--- config.mk ---
export PLATFORM = sky130hd
export DESIGN_NAME = async_serial_channel
export DESIGN_NICKNAME = d
export VERILOG_FILES = /design/src/fraction_divider.v /design/src/async_serial_channel.v
export VERILOG_INCLUDE_DIRS = /design/src
export SDC_FILE = /design/constraint.sdc
export NUM_CORES = 1
export LEC_CHECK = 0
export ABC_CLOCK_PERIOD_IN_PS = 3100
export BUFFER_PORTS_ARGS = -buffer_cell sky130_fd_sc_hd__buf_4
export CORE_ASPECT_RATIO = 0.5
export CORE_MARGIN = 1.5
export CORE_UTILIZATION = 60
export DETAILED_ROUTE_END_ITERATION = 12
export PLACE_DENSITY = 0.85
export SYNTH_ARGS = -nofsm -noshare
export SYNTH_HDL_FRONTEND = slang
export SYNTH_HIERARCHICAL = 1
export SYNTH_SLANG_ARGS = --single-unit
--- constraint.sdc ---
create_clock -name pclk -period 3.1 [get_ports pclk]
set_input_delay 0.155 -clock pclk [delete_from_list [all_inputs] [get_ports pclk]]
set_output_delay 0.155 -clock pclk [all_outputs]
set_load 0.01 [all_outputs]
--- src/serial_map.vh ---
// Register offsets, field positions, reset values and timing counts of the serial channel
`ifndef SERIAL_MAP_VH
`define SERIAL_MAP_VH
`define OFS_CONTROL 8'h00
`define OFS_BAUD_RELOAD 8'h04
`define OFS_FRACTIONAL_DIVIDER 8'h08
`define OFS_IRDA_PULSE_CONTROL 8'h0c
`define OFS_TRANSMIT_BUFFER 8'h10
`define OFS_RECEIVE_BUFFER 8'h14
`define OFS_STATUS 8'h18
`define CTL_RUN 15
`define CTL_FDE 11
`define CTL_BRS 13
`define CTL_ODD 12
`define CTL_STP 3
`define CTL_MODE_HI 2
`define CTL_MODE_LO 0
`define PMW_SELECT 8
`define RST_CONTROL 16'h0000
`define RST_BAUD 13'h0000
`define RST_FRACTION 9'h000
`define RST_PULSE 9'h000
`define RST_WORD 9'h000
`define MODE_SYNC 3'h0
`define MODE_IRDA 3'h2
`define MODE_SEVEN_PAR 3'h3
`define MODE_NINE 3'h4
`define MODE_WAKE 3'h5
`define MODE_EIGHT_PAR 3'h7
`define TICKS_PER_BIT_M1 4'hf
`define SAMPLE_PHASE 4'h7
`define IRDA_FIXED_TICKS 4'h3
`endif

--- src/fraction_divider.v ---
// Fractional divider: enable pulses at a rate of n/512 of the input clock
`timescale 1ns/1ps
`default_nettype none
module fraction_divider
(
	input wire pclk,
	input wire presetn,
	input wire [8:0] fraction_numerator,
	output reg div_tick
);
	reg [8:0] accum;
	wire [9:0] sum;

	// Carry out of the phase accumulator marks one output period
	assign sum = {1'b0, accum} + {1'b0, fraction_numerator};

	// Zero numerator bypasses the divider, a tick every cycle
	always @(posedge pclk or negedge presetn)
	begin
		if (!presetn)
		begin
			accum <= 9'h000;
			div_tick <= 1'b0;
		end
		else if (fraction_numerator == 9'h000)
		begin
			accum <= 9'h000;
			div_tick <= 1'b1;
		end
		else
		begin
			accum <= sum[8:0];
			div_tick <= sum[9];
		end
	end
endmodule // fraction_divider
`default_nettype wire

--- src/async_serial_channel.v ---
// Serial channel: APB registers, baud timer, prescalers, IrDA pulse, buffered transmit and receive
// How it works
// - Reading baud reload returns live 13-bit timer count, not stored reload.
// - Writing baud reload loads both timer count and reload value.
// - Fractional divider scales input clock by n/512, n from 1 to 511.
// - Numerator zero bypasses divider; output equals input clock.
// - Divider prescales baud only in async modes; also feeds autobaud reference.
// - Pulse select clear gives IrDA pulse of three sixteenths bit time.
// - Pulse select set takes IrDA width from programmable count.
// - Programmable width is 8-bit count of input clocks, independent of bit time.
// - Pulse settings act only in IrDA mode, ignored otherwise.
// - Transmit buffer double buffered; accepts write while previous word shifts.
// - Mode 011 puts received parity bit at receive bit seven.
// - Mode 111 puts received parity bit at receive bit eight.
// - Run bit enables baud generator; clear stops it, channel inactive.
// - Prescale enable selects fractional divider in async modes, ignoring divide-by-2/3 choice.
// - Mode 011 frames seven data bits then a parity bit.
// - Mode 010 frames eight data bits with IrDA pulse coding.
`timescale 1ns/1ps
`default_nettype none
`include "serial_map.vh"
module async_serial_channel
(
	input wire pclk,
	input wire presetn,
	input wire psel,
	input wire penable,
	input wire pwrite,
	input wire [7:0] paddr,
	input wire [31:0] pwdata,
	output reg [31:0] prdata,
	output reg pready,
	output reg pslverr,
	input wire rxd,
	output reg txd,
	output reg autobaud_ref
);
	reg [15:0] control;
	reg [12:0] baud_reload_value;
	reg [12:0] baud_count;
	reg [8:0] fraction_numerator;
	reg [8:0] irda_pulse_control;
	reg [8:0] transmit_word;
	reg transmit_buffer_full;
	reg [8:0] receive_word;
	reg rx_full;
	reg [1:0] prescale_count;
	reg baud_tick;
	reg [11:0] tx_shift;
	reg [3:0] tx_bits;
	reg [3:0] tx_phase;
	reg [7:0] pulse_left;
	reg [1:0] rxd_sync;
	reg [8:0] rx_shift;
	reg [3:0] rx_bits;
	reg [3:0] rx_phase;
	reg rx_busy;
	wire div_tick;
	wire [2:0] mode;
	wire run;
	wire irda;
	wire nine;
	wire access;
	wire wr;
	wire rd;
	wire prescale_tick;
	wire tx_load;
	wire [8:0] frame_data;
	wire [3:0] frame_bits;
	wire bit_end;

	// Register match, shared by the read mux and write strobes
	function hit;
		input [7:0] addr;
		input [7:0] ofs;
		begin
			hit = (addr == ofs);
		end
	endfunction

	// Transmit parity over seven or eight data bits
	function parity;
		input [7:0] d;
		input odd;
		begin
			parity = (^d) ^ odd;
		end
	endfunction

	assign mode = control[`CTL_MODE_HI:`CTL_MODE_LO];
	assign run = control[`CTL_RUN];
	assign irda = (mode == `MODE_IRDA);
	assign nine = (mode == `MODE_NINE) || (mode == `MODE_WAKE) || (mode == `MODE_EIGHT_PAR);
	assign access = psel && penable && pready;
	assign wr = access && pwrite;
	assign rd = access && !pwrite;

	fraction_divider u_fraction_divider
	(
		.pclk(pclk),
		.presetn(presetn),
		.fraction_numerator(fraction_numerator),
		.div_tick(div_tick)
	);

	// Divider used only in async modes with enable set, else divide by 2 or 3
	assign prescale_tick = (control[`CTL_FDE] && mode != `MODE_SYNC) ? div_tick :
		(prescale_count == (control[`CTL_BRS] ? 2'h2 : 2'h1));

	// APB: one wait-free access phase; data and ready come from flops
	always @(posedge pclk or negedge presetn)
	begin
		if (!presetn)
		begin
			pready <= 1'b0;
			pslverr <= 1'b0;
			prdata <= 32'h00000000;
		end
		else
		begin
			pready <= psel && !penable;
			pslverr <= psel && !penable && paddr > `OFS_STATUS;
			if (psel && !penable)
			begin
				if (hit(paddr, `OFS_CONTROL))
					prdata <= {16'h0000, control};
				else if (hit(paddr, `OFS_BAUD_RELOAD))
					prdata <= {19'h00000, baud_count};
				else if (hit(paddr, `OFS_FRACTIONAL_DIVIDER))
					prdata <= {23'h000000, fraction_numerator};
				else if (hit(paddr, `OFS_IRDA_PULSE_CONTROL))
					prdata <= {23'h000000, irda_pulse_control};
				else if (hit(paddr, `OFS_TRANSMIT_BUFFER))
					prdata <= {23'h000000, transmit_word};
				else if (hit(paddr, `OFS_RECEIVE_BUFFER))
					prdata <= {23'h000000, receive_word};
				else if (hit(paddr, `OFS_STATUS))
					prdata <= {28'h0000000, rx_busy, rx_full, tx_bits != 4'h0, transmit_buffer_full};
				else
					prdata <= 32'h00000000;
			end
		end
	end

	// Software-held configuration
	always @(posedge pclk or negedge presetn)
	begin
		if (!presetn)
		begin
			control <= `RST_CONTROL;
			baud_reload_value <= `RST_BAUD;
			fraction_numerator <= `RST_FRACTION;
			irda_pulse_control <= `RST_PULSE;
		end
		else if (wr)
		begin
			if (hit(paddr, `OFS_CONTROL))
				control <= pwdata[15:0];
			if (hit(paddr, `OFS_BAUD_RELOAD))
				baud_reload_value <= pwdata[12:0];
			if (hit(paddr, `OFS_FRACTIONAL_DIVIDER))
				fraction_numerator <= pwdata[8:0];
			if (hit(paddr, `OFS_IRDA_PULSE_CONTROL))
				irda_pulse_control <= pwdata[8:0];
		end
	end

	// Prescaler and baud timer; writes during run race the count (software avoids)
	always @(posedge pclk or negedge presetn)
	begin
		if (!presetn)
		begin
			prescale_count <= 2'h0;
			baud_count <= `RST_BAUD;
			baud_tick <= 1'b0;
			autobaud_ref <= 1'b0;
		end
		else
		begin
			autobaud_ref <= div_tick;
			baud_tick <= 1'b0;
			if (!run || prescale_tick)
				prescale_count <= 2'h0;
			else
				prescale_count <= prescale_count + 2'h1;
			if (wr && hit(paddr, `OFS_BAUD_RELOAD))
				baud_count <= pwdata[12:0];
			else if (run && prescale_tick)
			begin
				if (baud_count == 13'h0000)
				begin
					baud_count <= baud_reload_value;
					baud_tick <= 1'b1;
				end
				else
					baud_count <= baud_count - 13'h0001;
			end
		end
	end

	// Frame content: parity replaces the top data bit where selected
	assign frame_data = (mode == `MODE_SEVEN_PAR) ?
		{1'b1, parity({1'b0, transmit_word[6:0]}, control[`CTL_ODD]), transmit_word[6:0]} :
		(mode == `MODE_EIGHT_PAR) ? {parity(transmit_word[7:0], control[`CTL_ODD]),
		transmit_word[7:0]} : nine ? transmit_word : {1'b1, transmit_word[7:0]};
	assign frame_bits = (nine ? 4'ha : 4'h9) + {3'h0, control[`CTL_STP]};
	assign tx_load = run && transmit_buffer_full && tx_bits == 4'h0;
	assign bit_end = baud_tick && tx_phase == `TICKS_PER_BIT_M1;

	// Buffer and shifter; a write landing with the move stays pending
	always @(posedge pclk or negedge presetn)
	begin
		if (!presetn)
		begin
			transmit_word <= `RST_WORD;
			transmit_buffer_full <= 1'b0;
			tx_shift <= 12'hfff;
			tx_bits <= 4'h0;
			tx_phase <= 4'h0;
		end
		else
		begin
			if (wr && hit(paddr, `OFS_TRANSMIT_BUFFER))
			begin
				transmit_word <= pwdata[8:0];
				transmit_buffer_full <= 1'b1;
			end
			else if (tx_load)
				transmit_buffer_full <= 1'b0;
			if (!run)
			begin
				tx_bits <= 4'h0;
				tx_phase <= 4'h0;
				tx_shift <= 12'hfff;
			end
			else if (tx_load)
			begin
				tx_shift <= {2'h3, frame_data, 1'b0};
				tx_bits <= frame_bits + 4'h1;
				tx_phase <= 4'h0;
			end
			else if (tx_bits != 4'h0 && baud_tick)
			begin
				tx_phase <= tx_phase + 4'h1;
				if (bit_end)
				begin
					tx_shift <= {1'b1, tx_shift[11:1]};
					tx_bits <= tx_bits - 4'h1;
				end
			end
		end
	end

	// IrDA pulse timer in input clocks when programmable width selected
	always @(posedge pclk or negedge presetn)
	begin
		if (!presetn)
			pulse_left <= 8'h00;
		else if (irda && tx_bits != 4'h0 && !tx_shift[0] && tx_phase == 4'h0 && baud_tick)
			pulse_left <= irda_pulse_control[7:0];
		else if (pulse_left != 8'h00)
			pulse_left <= pulse_left - 8'h01;
	end

	// Line driver: level coding, or a low pulse per zero bit in IrDA mode
	always @(posedge pclk or negedge presetn)
	begin
		if (!presetn)
			txd <= 1'b1;
		else if (tx_bits == 4'h0 || !run)
			txd <= 1'b1;
		else if (!irda)
			txd <= tx_shift[0];
		else if (irda_pulse_control[`PMW_SELECT])
			txd <= !(pulse_left != 8'h00 && !tx_shift[0]);
		else
			txd <= !(!tx_shift[0] && tx_phase < `IRDA_FIXED_TICKS);
	end

	// Two-flop input synchroniser
	always @(posedge pclk or negedge presetn)
	begin
		if (!presetn)
			rxd_sync <= 2'h3;
		else
			rxd_sync <= {rxd_sync[0], rxd};
	end

	// Receiver: mid-bit sampling, start bit rechecked to reject glitches
	always @(posedge pclk or negedge presetn)
	begin
		if (!presetn)
		begin
			rx_busy <= 1'b0;
			rx_bits <= 4'h0;
			rx_phase <= 4'h0;
			rx_shift <= 9'h000;
		end
		else if (!run)
		begin
			rx_busy <= 1'b0;
			rx_bits <= 4'h0;
			rx_phase <= 4'h0;
		end
		else if (!rx_busy)
		begin
			rx_phase <= 4'h0;
			rx_bits <= 4'h0;
			if (baud_tick && !rxd_sync[1])
				rx_busy <= 1'b1;
		end
		else if (baud_tick)
		begin
			rx_phase <= rx_phase + 4'h1;
			if (rx_phase == `SAMPLE_PHASE)
			begin
				if (rx_bits == 4'h0 && rxd_sync[1])
					rx_busy <= 1'b0;
				else if (rx_bits == (nine ? 4'ha : 4'h9))
					rx_busy <= 1'b0;
				else if (rx_bits != 4'h0)
					rx_shift <= {rxd_sync[1], rx_shift[8:1]};
				rx_bits <= rx_bits + 4'h1;
			end
		end
	end

	// Receive buffer: eight-bit frames sit one place high in the shifter
	always @(posedge pclk or negedge presetn)
	begin
		if (!presetn)
		begin
			receive_word <= `RST_WORD;
			rx_full <= 1'b0;
		end
		else if (rx_busy && baud_tick && rx_phase == `SAMPLE_PHASE &&
			rx_bits == (nine ? 4'ha : 4'h9))
		begin
			if (nine)
				receive_word <= rx_shift;
			else
				receive_word <= {1'b0, rx_shift[8:1]};
			rx_full <= 1'b1;
		end
		else
		begin
			if (wr && hit(paddr, `OFS_RECEIVE_BUFFER))
				receive_word <= pwdata[8:0];
			if (rd && hit(paddr, `OFS_RECEIVE_BUFFER))
				rx_full <= 1'b0;
		end
	end
endmodule // async_serial_channel
`default_nettype wire

==> run_results.csv <==
group,metric,value,unit
critical_path,critical_path_class,"register to register",
clock_tree,clockBufferDepth,2,
sta,final-hold-violation-count,0,
floorplan,placementRows,30,
clock_tree,numCtsBuffers,17,
critical_path,cp-start-kind,"register",
yosys,synth_async_sr_flop_share,1.00,
hold_path,worstHoldPathType,"primary input to register",
route,route.vias.total,6841,
final_layout,design.final.nets,954,
route,highest_layer,"met4",
critical_path,critical_path_peak_fanout,7,
yosys,synth-edff-count,0,
global_route,grt_max_degree,84,
clock_tree,clk_transition_reported_paths,70,ps
final_layout,seqCellArea,4000,sq um
critical_path,critical_path_data_arrival_time,2950,ps
sta,timing.fmax,385,MHz
route,met3_wirelength,2050,um
placement,portBuffers,49,
route,drt_wl_total,21800,um
sta,pins_over_their_slew_limit,0,
final_layout,multiInputGateArea,3950,sq um
final_layout,n_antenna_cell,0,
clock_tree,clkLatencyLatePin,430,ps
critical_path,critical_path.endpoint_type,"register",
clock_tree,clkSinkCount,159,
clock_tree,cts.root.buffer_cell,"sky130_fd_sc_hd__clkbuf_16",
floorplan,floorplan.die_area,14600,sq um
yosys,number_of_storage_elements_in_the_synthesis_netlist,159,
route,dr.first_iter.drc_count,732,
placement,dp_hpwl,14600,um
floorplan,floorplan.die.width,169,um
route,detail-route-antenna-nets,0,
clock_tree,ctsResizeCount,0,
sta,final.setup.tns,0,ps
sta,timing.final.setup_violations,0,
clock_tree,clock_tree_from_tritoncts,"yes",
sta,finalClockSkew,8.43,ps
route,met2WireLength,10200,um
critical_path,worstPathRequired,3450,ps
yosys,synth.cell_area,8290,sq um
sta,finalWorstSetupSlack,502,ps
route,post-route-drc-count,0,
sta,period_minus_slack,2600,ps
sta,hold_ws,15.0,ps
floorplan,coreArea,13500,sq um
global_route,globalRoute.totalOverflow,0,
sta,grt_setup_unrepaired,"false",
route,count_of_tritonroute_iterations_in_the_first_routing_pass,5,
final_layout,flow.area_growth_from_synthesis,13.7,%
floorplan,fp.dieH,86.1,um
floorplan,start_util,0.614,
route,wl_per_cell,20.3,um
placement,worst_setup_slack_before_clock_tree_synthesis,436,ps
placement,place_congestion,0.967,
sta,max-slew-margin-rel,0.310,
power,power.density_cell_area,465,nW/um^2
yosys,ys_types,63,
outcome,outcome,"finished clean",
sta,post_route_fraction_of_the_period_consumed_by_the_critical_path,0.838,
sta,transition_at_the_pin_with_the_smallest_max_transition_slack,1040,ps
yosys,synthesis.yosys.warnings,6,
global_route,grt_pass1_wl,34800,um
final_layout,drive_above_1_share,0.192,
yosys,yosys_most_used_dff,"sky130_fd_sc_hd__dfrtp_1",
route,wl_met1,8780,um
yosys,ys_seq_area_frac,0.482,
route,vias_per_cell,6.36,
yosys,postSynthAreaPerCell,9.94,sq um
global_route,grt_use_total,0.314,
yosys,post_synth_inst_count,834,
floorplan,count_of_pins_on_the_block_boundary,82,
global_route,first_global_vias,6669,
flow_run,max_cap_viol_count,0,
global_route,antenna_found_initial,0,
power,vdd_drop_max,385,uV
clock_tree,htreeDepth,4,
final_layout,final.fill_count,930,
power,p_leak,0.00442,uW
[sequential cells by signal, summed over array words and instances, names as in the netlist, 8 cells and up]
register                  cells
control                      16
pulse_left                    8
u_fraction_divider/accum      9
tx_shift                     10
baud_count                   13
receive_word                  9
transmit_word                 9
fraction_numerator            9
prdata                       16
irda_pulse_control            9
baud_reload_value            13
rx_shift                      9
[layout make-up]
cell class | instances | share of cell area
Clock buffer | 17 | 0.0451
Clock inverter | 15 | 0.0159
Inverter | 26 | 0.0104
Multi-Input combinational cell | 609 | 0.419
Sequential cell | 159 | 0.424
Tap cell | 176 | 0.0234
Timing Repair Buffer | 74 | 0.0620
[per-stage QoR]
step                       util  power (uW)  instances  cell area, sq um
after floorplan               -        2220        849              8350
after global placement    0.648        2320       1034              8750
after detailed placement  0.648        2330       1034              8750
after CTS                 0.698        4380       1076              9430
after global routing      0.698        4490       1076              9430
final                     0.698        4380       1076              9430
[logic make-up (layout without fill, tap and decap cells)]
group,count (synthesis),in the layout,synth area share
buffers and inverters,81,132,0.0489
xor gates and xnor gates,25,25,0.0264
adders and majority gates,21,21,0.0326
and+or+nand+nor,267,267,0.155
muxes,82,82,0.112
DFF,159,159,0.482
AOI/OAI and AO/OA,198,198,0.143
other,1,16,0.000452
[power by group]
part | internal, uW | total, uW | switching, uW
combinational | 68.6 | 206 | 137
clock | 1130 | 2080 | 945
sequential | 2090 | 2100 | 11.4
[cell usage after synthesis, types with 8 or more instances]
| cell type | instances | share of area |
|---|---|---|
| sky130_fd_sc_hd__a21oi_1 | 60 | 0.036 |
| sky130_fd_sc_hd__and3_1 | 17 | 0.013 |
| sky130_fd_sc_hd__inv_1 | 26 | 0.012 |
| sky130_fd_sc_hd__mux2i_1 | 28 | 0.034 |
| sky130_fd_sc_hd__nand3_1 | 15 | 0.0091 |
| sky130_fd_sc_hd__nor3_1 | 15 | 0.0091 |
| sky130_fd_sc_hd__nor2_1 | 57 | 0.026 |
| sky130_fd_sc_hd__nand2_1 | 102 | 0.046 |
| sky130_fd_sc_hd__a211oi_1 | 22 | 0.020 |
| sky130_fd_sc_hd__xor2_1 | 10 | 0.011 |
| sky130_fd_sc_hd__clkbuf_1 | 31 | 0.014 |
| sky130_fd_sc_hd__dfstp_2 | 13 | 0.041 |
| sky130_fd_sc_hd__dfrtp_1 | 146 | 0.44 |
| sky130_fd_sc_hd__mux2_4 | 10 | 0.018 |
| sky130_fd_sc_hd__mux2_2 | 44 | 0.060 |
| sky130_fd_sc_hd__o21ai_0 | 65 | 0.039 |
| sky130_fd_sc_hd__a31oi_1 | 9 | 0.0068 |
| sky130_fd_sc_hd__or3_1 | 8 | 0.0060 |
| sky130_fd_sc_hd__o22ai_1 | 9 | 0.0068 |
| sky130_fd_sc_hd__xnor2_1 | 15 | 0.016 |
| sky130_fd_sc_hd__buf_4 | 16 | 0.014 |
| sky130_fd_sc_hd__ha_1 | 20 | 0.030 |
[critical path, stage by stage (launching register included)]
cell and delay [ps]:
sky130_fd_sc_hd__dfrtp_1 440, sky130_fd_sc_hd__inv_1 90, sky130_fd_sc_hd__ha_1 200, sky130_fd_sc_hd__nor4b_1 650, sky130_fd_sc_hd__nand2_1 340, sky130_fd_sc_hd__or4_1 600, sky130_fd_sc_hd__a31oi_1 190
[cells in the final DEF (no fill, tap or decap), types with 8 or more instances in the layout]
| cell type | netlist | final |
|---|---|---|
| sky130_fd_sc_hd__a21oi_1 | 60 | 60 |
| sky130_fd_sc_hd__nand2_1 | 102 | 102 |
| sky130_fd_sc_hd__a31oi_1 | 9 | 9 |
| sky130_fd_sc_hd__mux2_4 | 10 | 10 |
| sky130_fd_sc_hd__dlygate4sd3_1 | 0 | 10 |
| sky130_fd_sc_hd__mux2i_1 | 28 | 28 |
| sky130_fd_sc_hd__inv_1 | 26 | 26 |
| sky130_fd_sc_hd__o22ai_1 | 9 | 9 |
| sky130_fd_sc_hd__nor2_1 | 57 | 57 |
| sky130_fd_sc_hd__ha_1 | 20 | 20 |
| sky130_fd_sc_hd__nor3_1 | 15 | 14 |
| sky130_fd_sc_hd__dfrtp_1 | 146 | 146 |
| sky130_fd_sc_hd__o21ai_0 | 65 | 65 |
| sky130_fd_sc_hd__xor2_1 | 10 | 10 |
| sky130_fd_sc_hd__buf_4 | 16 | 63 |
| sky130_fd_sc_hd__nand3_1 | 15 | 15 |
| sky130_fd_sc_hd__xnor2_1 | 15 | 15 |
| sky130_fd_sc_hd__mux2_2 | 44 | 44 |
| sky130_fd_sc_hd__dfstp_2 | 13 | 13 |
| sky130_fd_sc_hd__a211oi_1 | 22 | 22 |
| sky130_fd_sc_hd__and3_1 | 17 | 17 |
| sky130_fd_sc_hd__clkbuf_16 | 0 | 17 |
| sky130_fd_sc_hd__or3_1 | 8 | 8 |
| sky130_fd_sc_hd__conb_1 | 1 | 16 |
[layer usage]
| metal | vias up | track usage |
|---|---|---|
| li1 | 3053 | - |
| met1 | 3318 | 0.413 |
| met2 | 389 | 0.497 |
| met3 | 81 | 0.0752 |
| met4 | 0 | 0.149 |
| met5 | - | 0 |
[worst paths after layout]
path / start / to / slack (ps) / cells past startpoint
worst max-delay path: baud_count[1] / baud_count[8] / 500 / 6
worst min-delay path: pwdata[1] / baud_reload_value[1] / 10 / 3
worst max register to register: baud_count[1] / baud_count[8] / 500 / 6
worst min register to register: rxd_sync[0] / rxd_sync[1] / 360 / 0
max in group asynchronous: presetn / rxd_sync[1] / 1840 / 3
min in group asynchronous: presetn / baud_reload_value[10] / 330 / 2
[what timing repair did]
action | CTS | global route
setup endpoints to repair | 0 | 0
hold endpoints to repair | 92 | 0
setup buffers | 0 | 0
hold buffers | 10 | 0
Note: power is estimated with default switching activity, not from simulation.
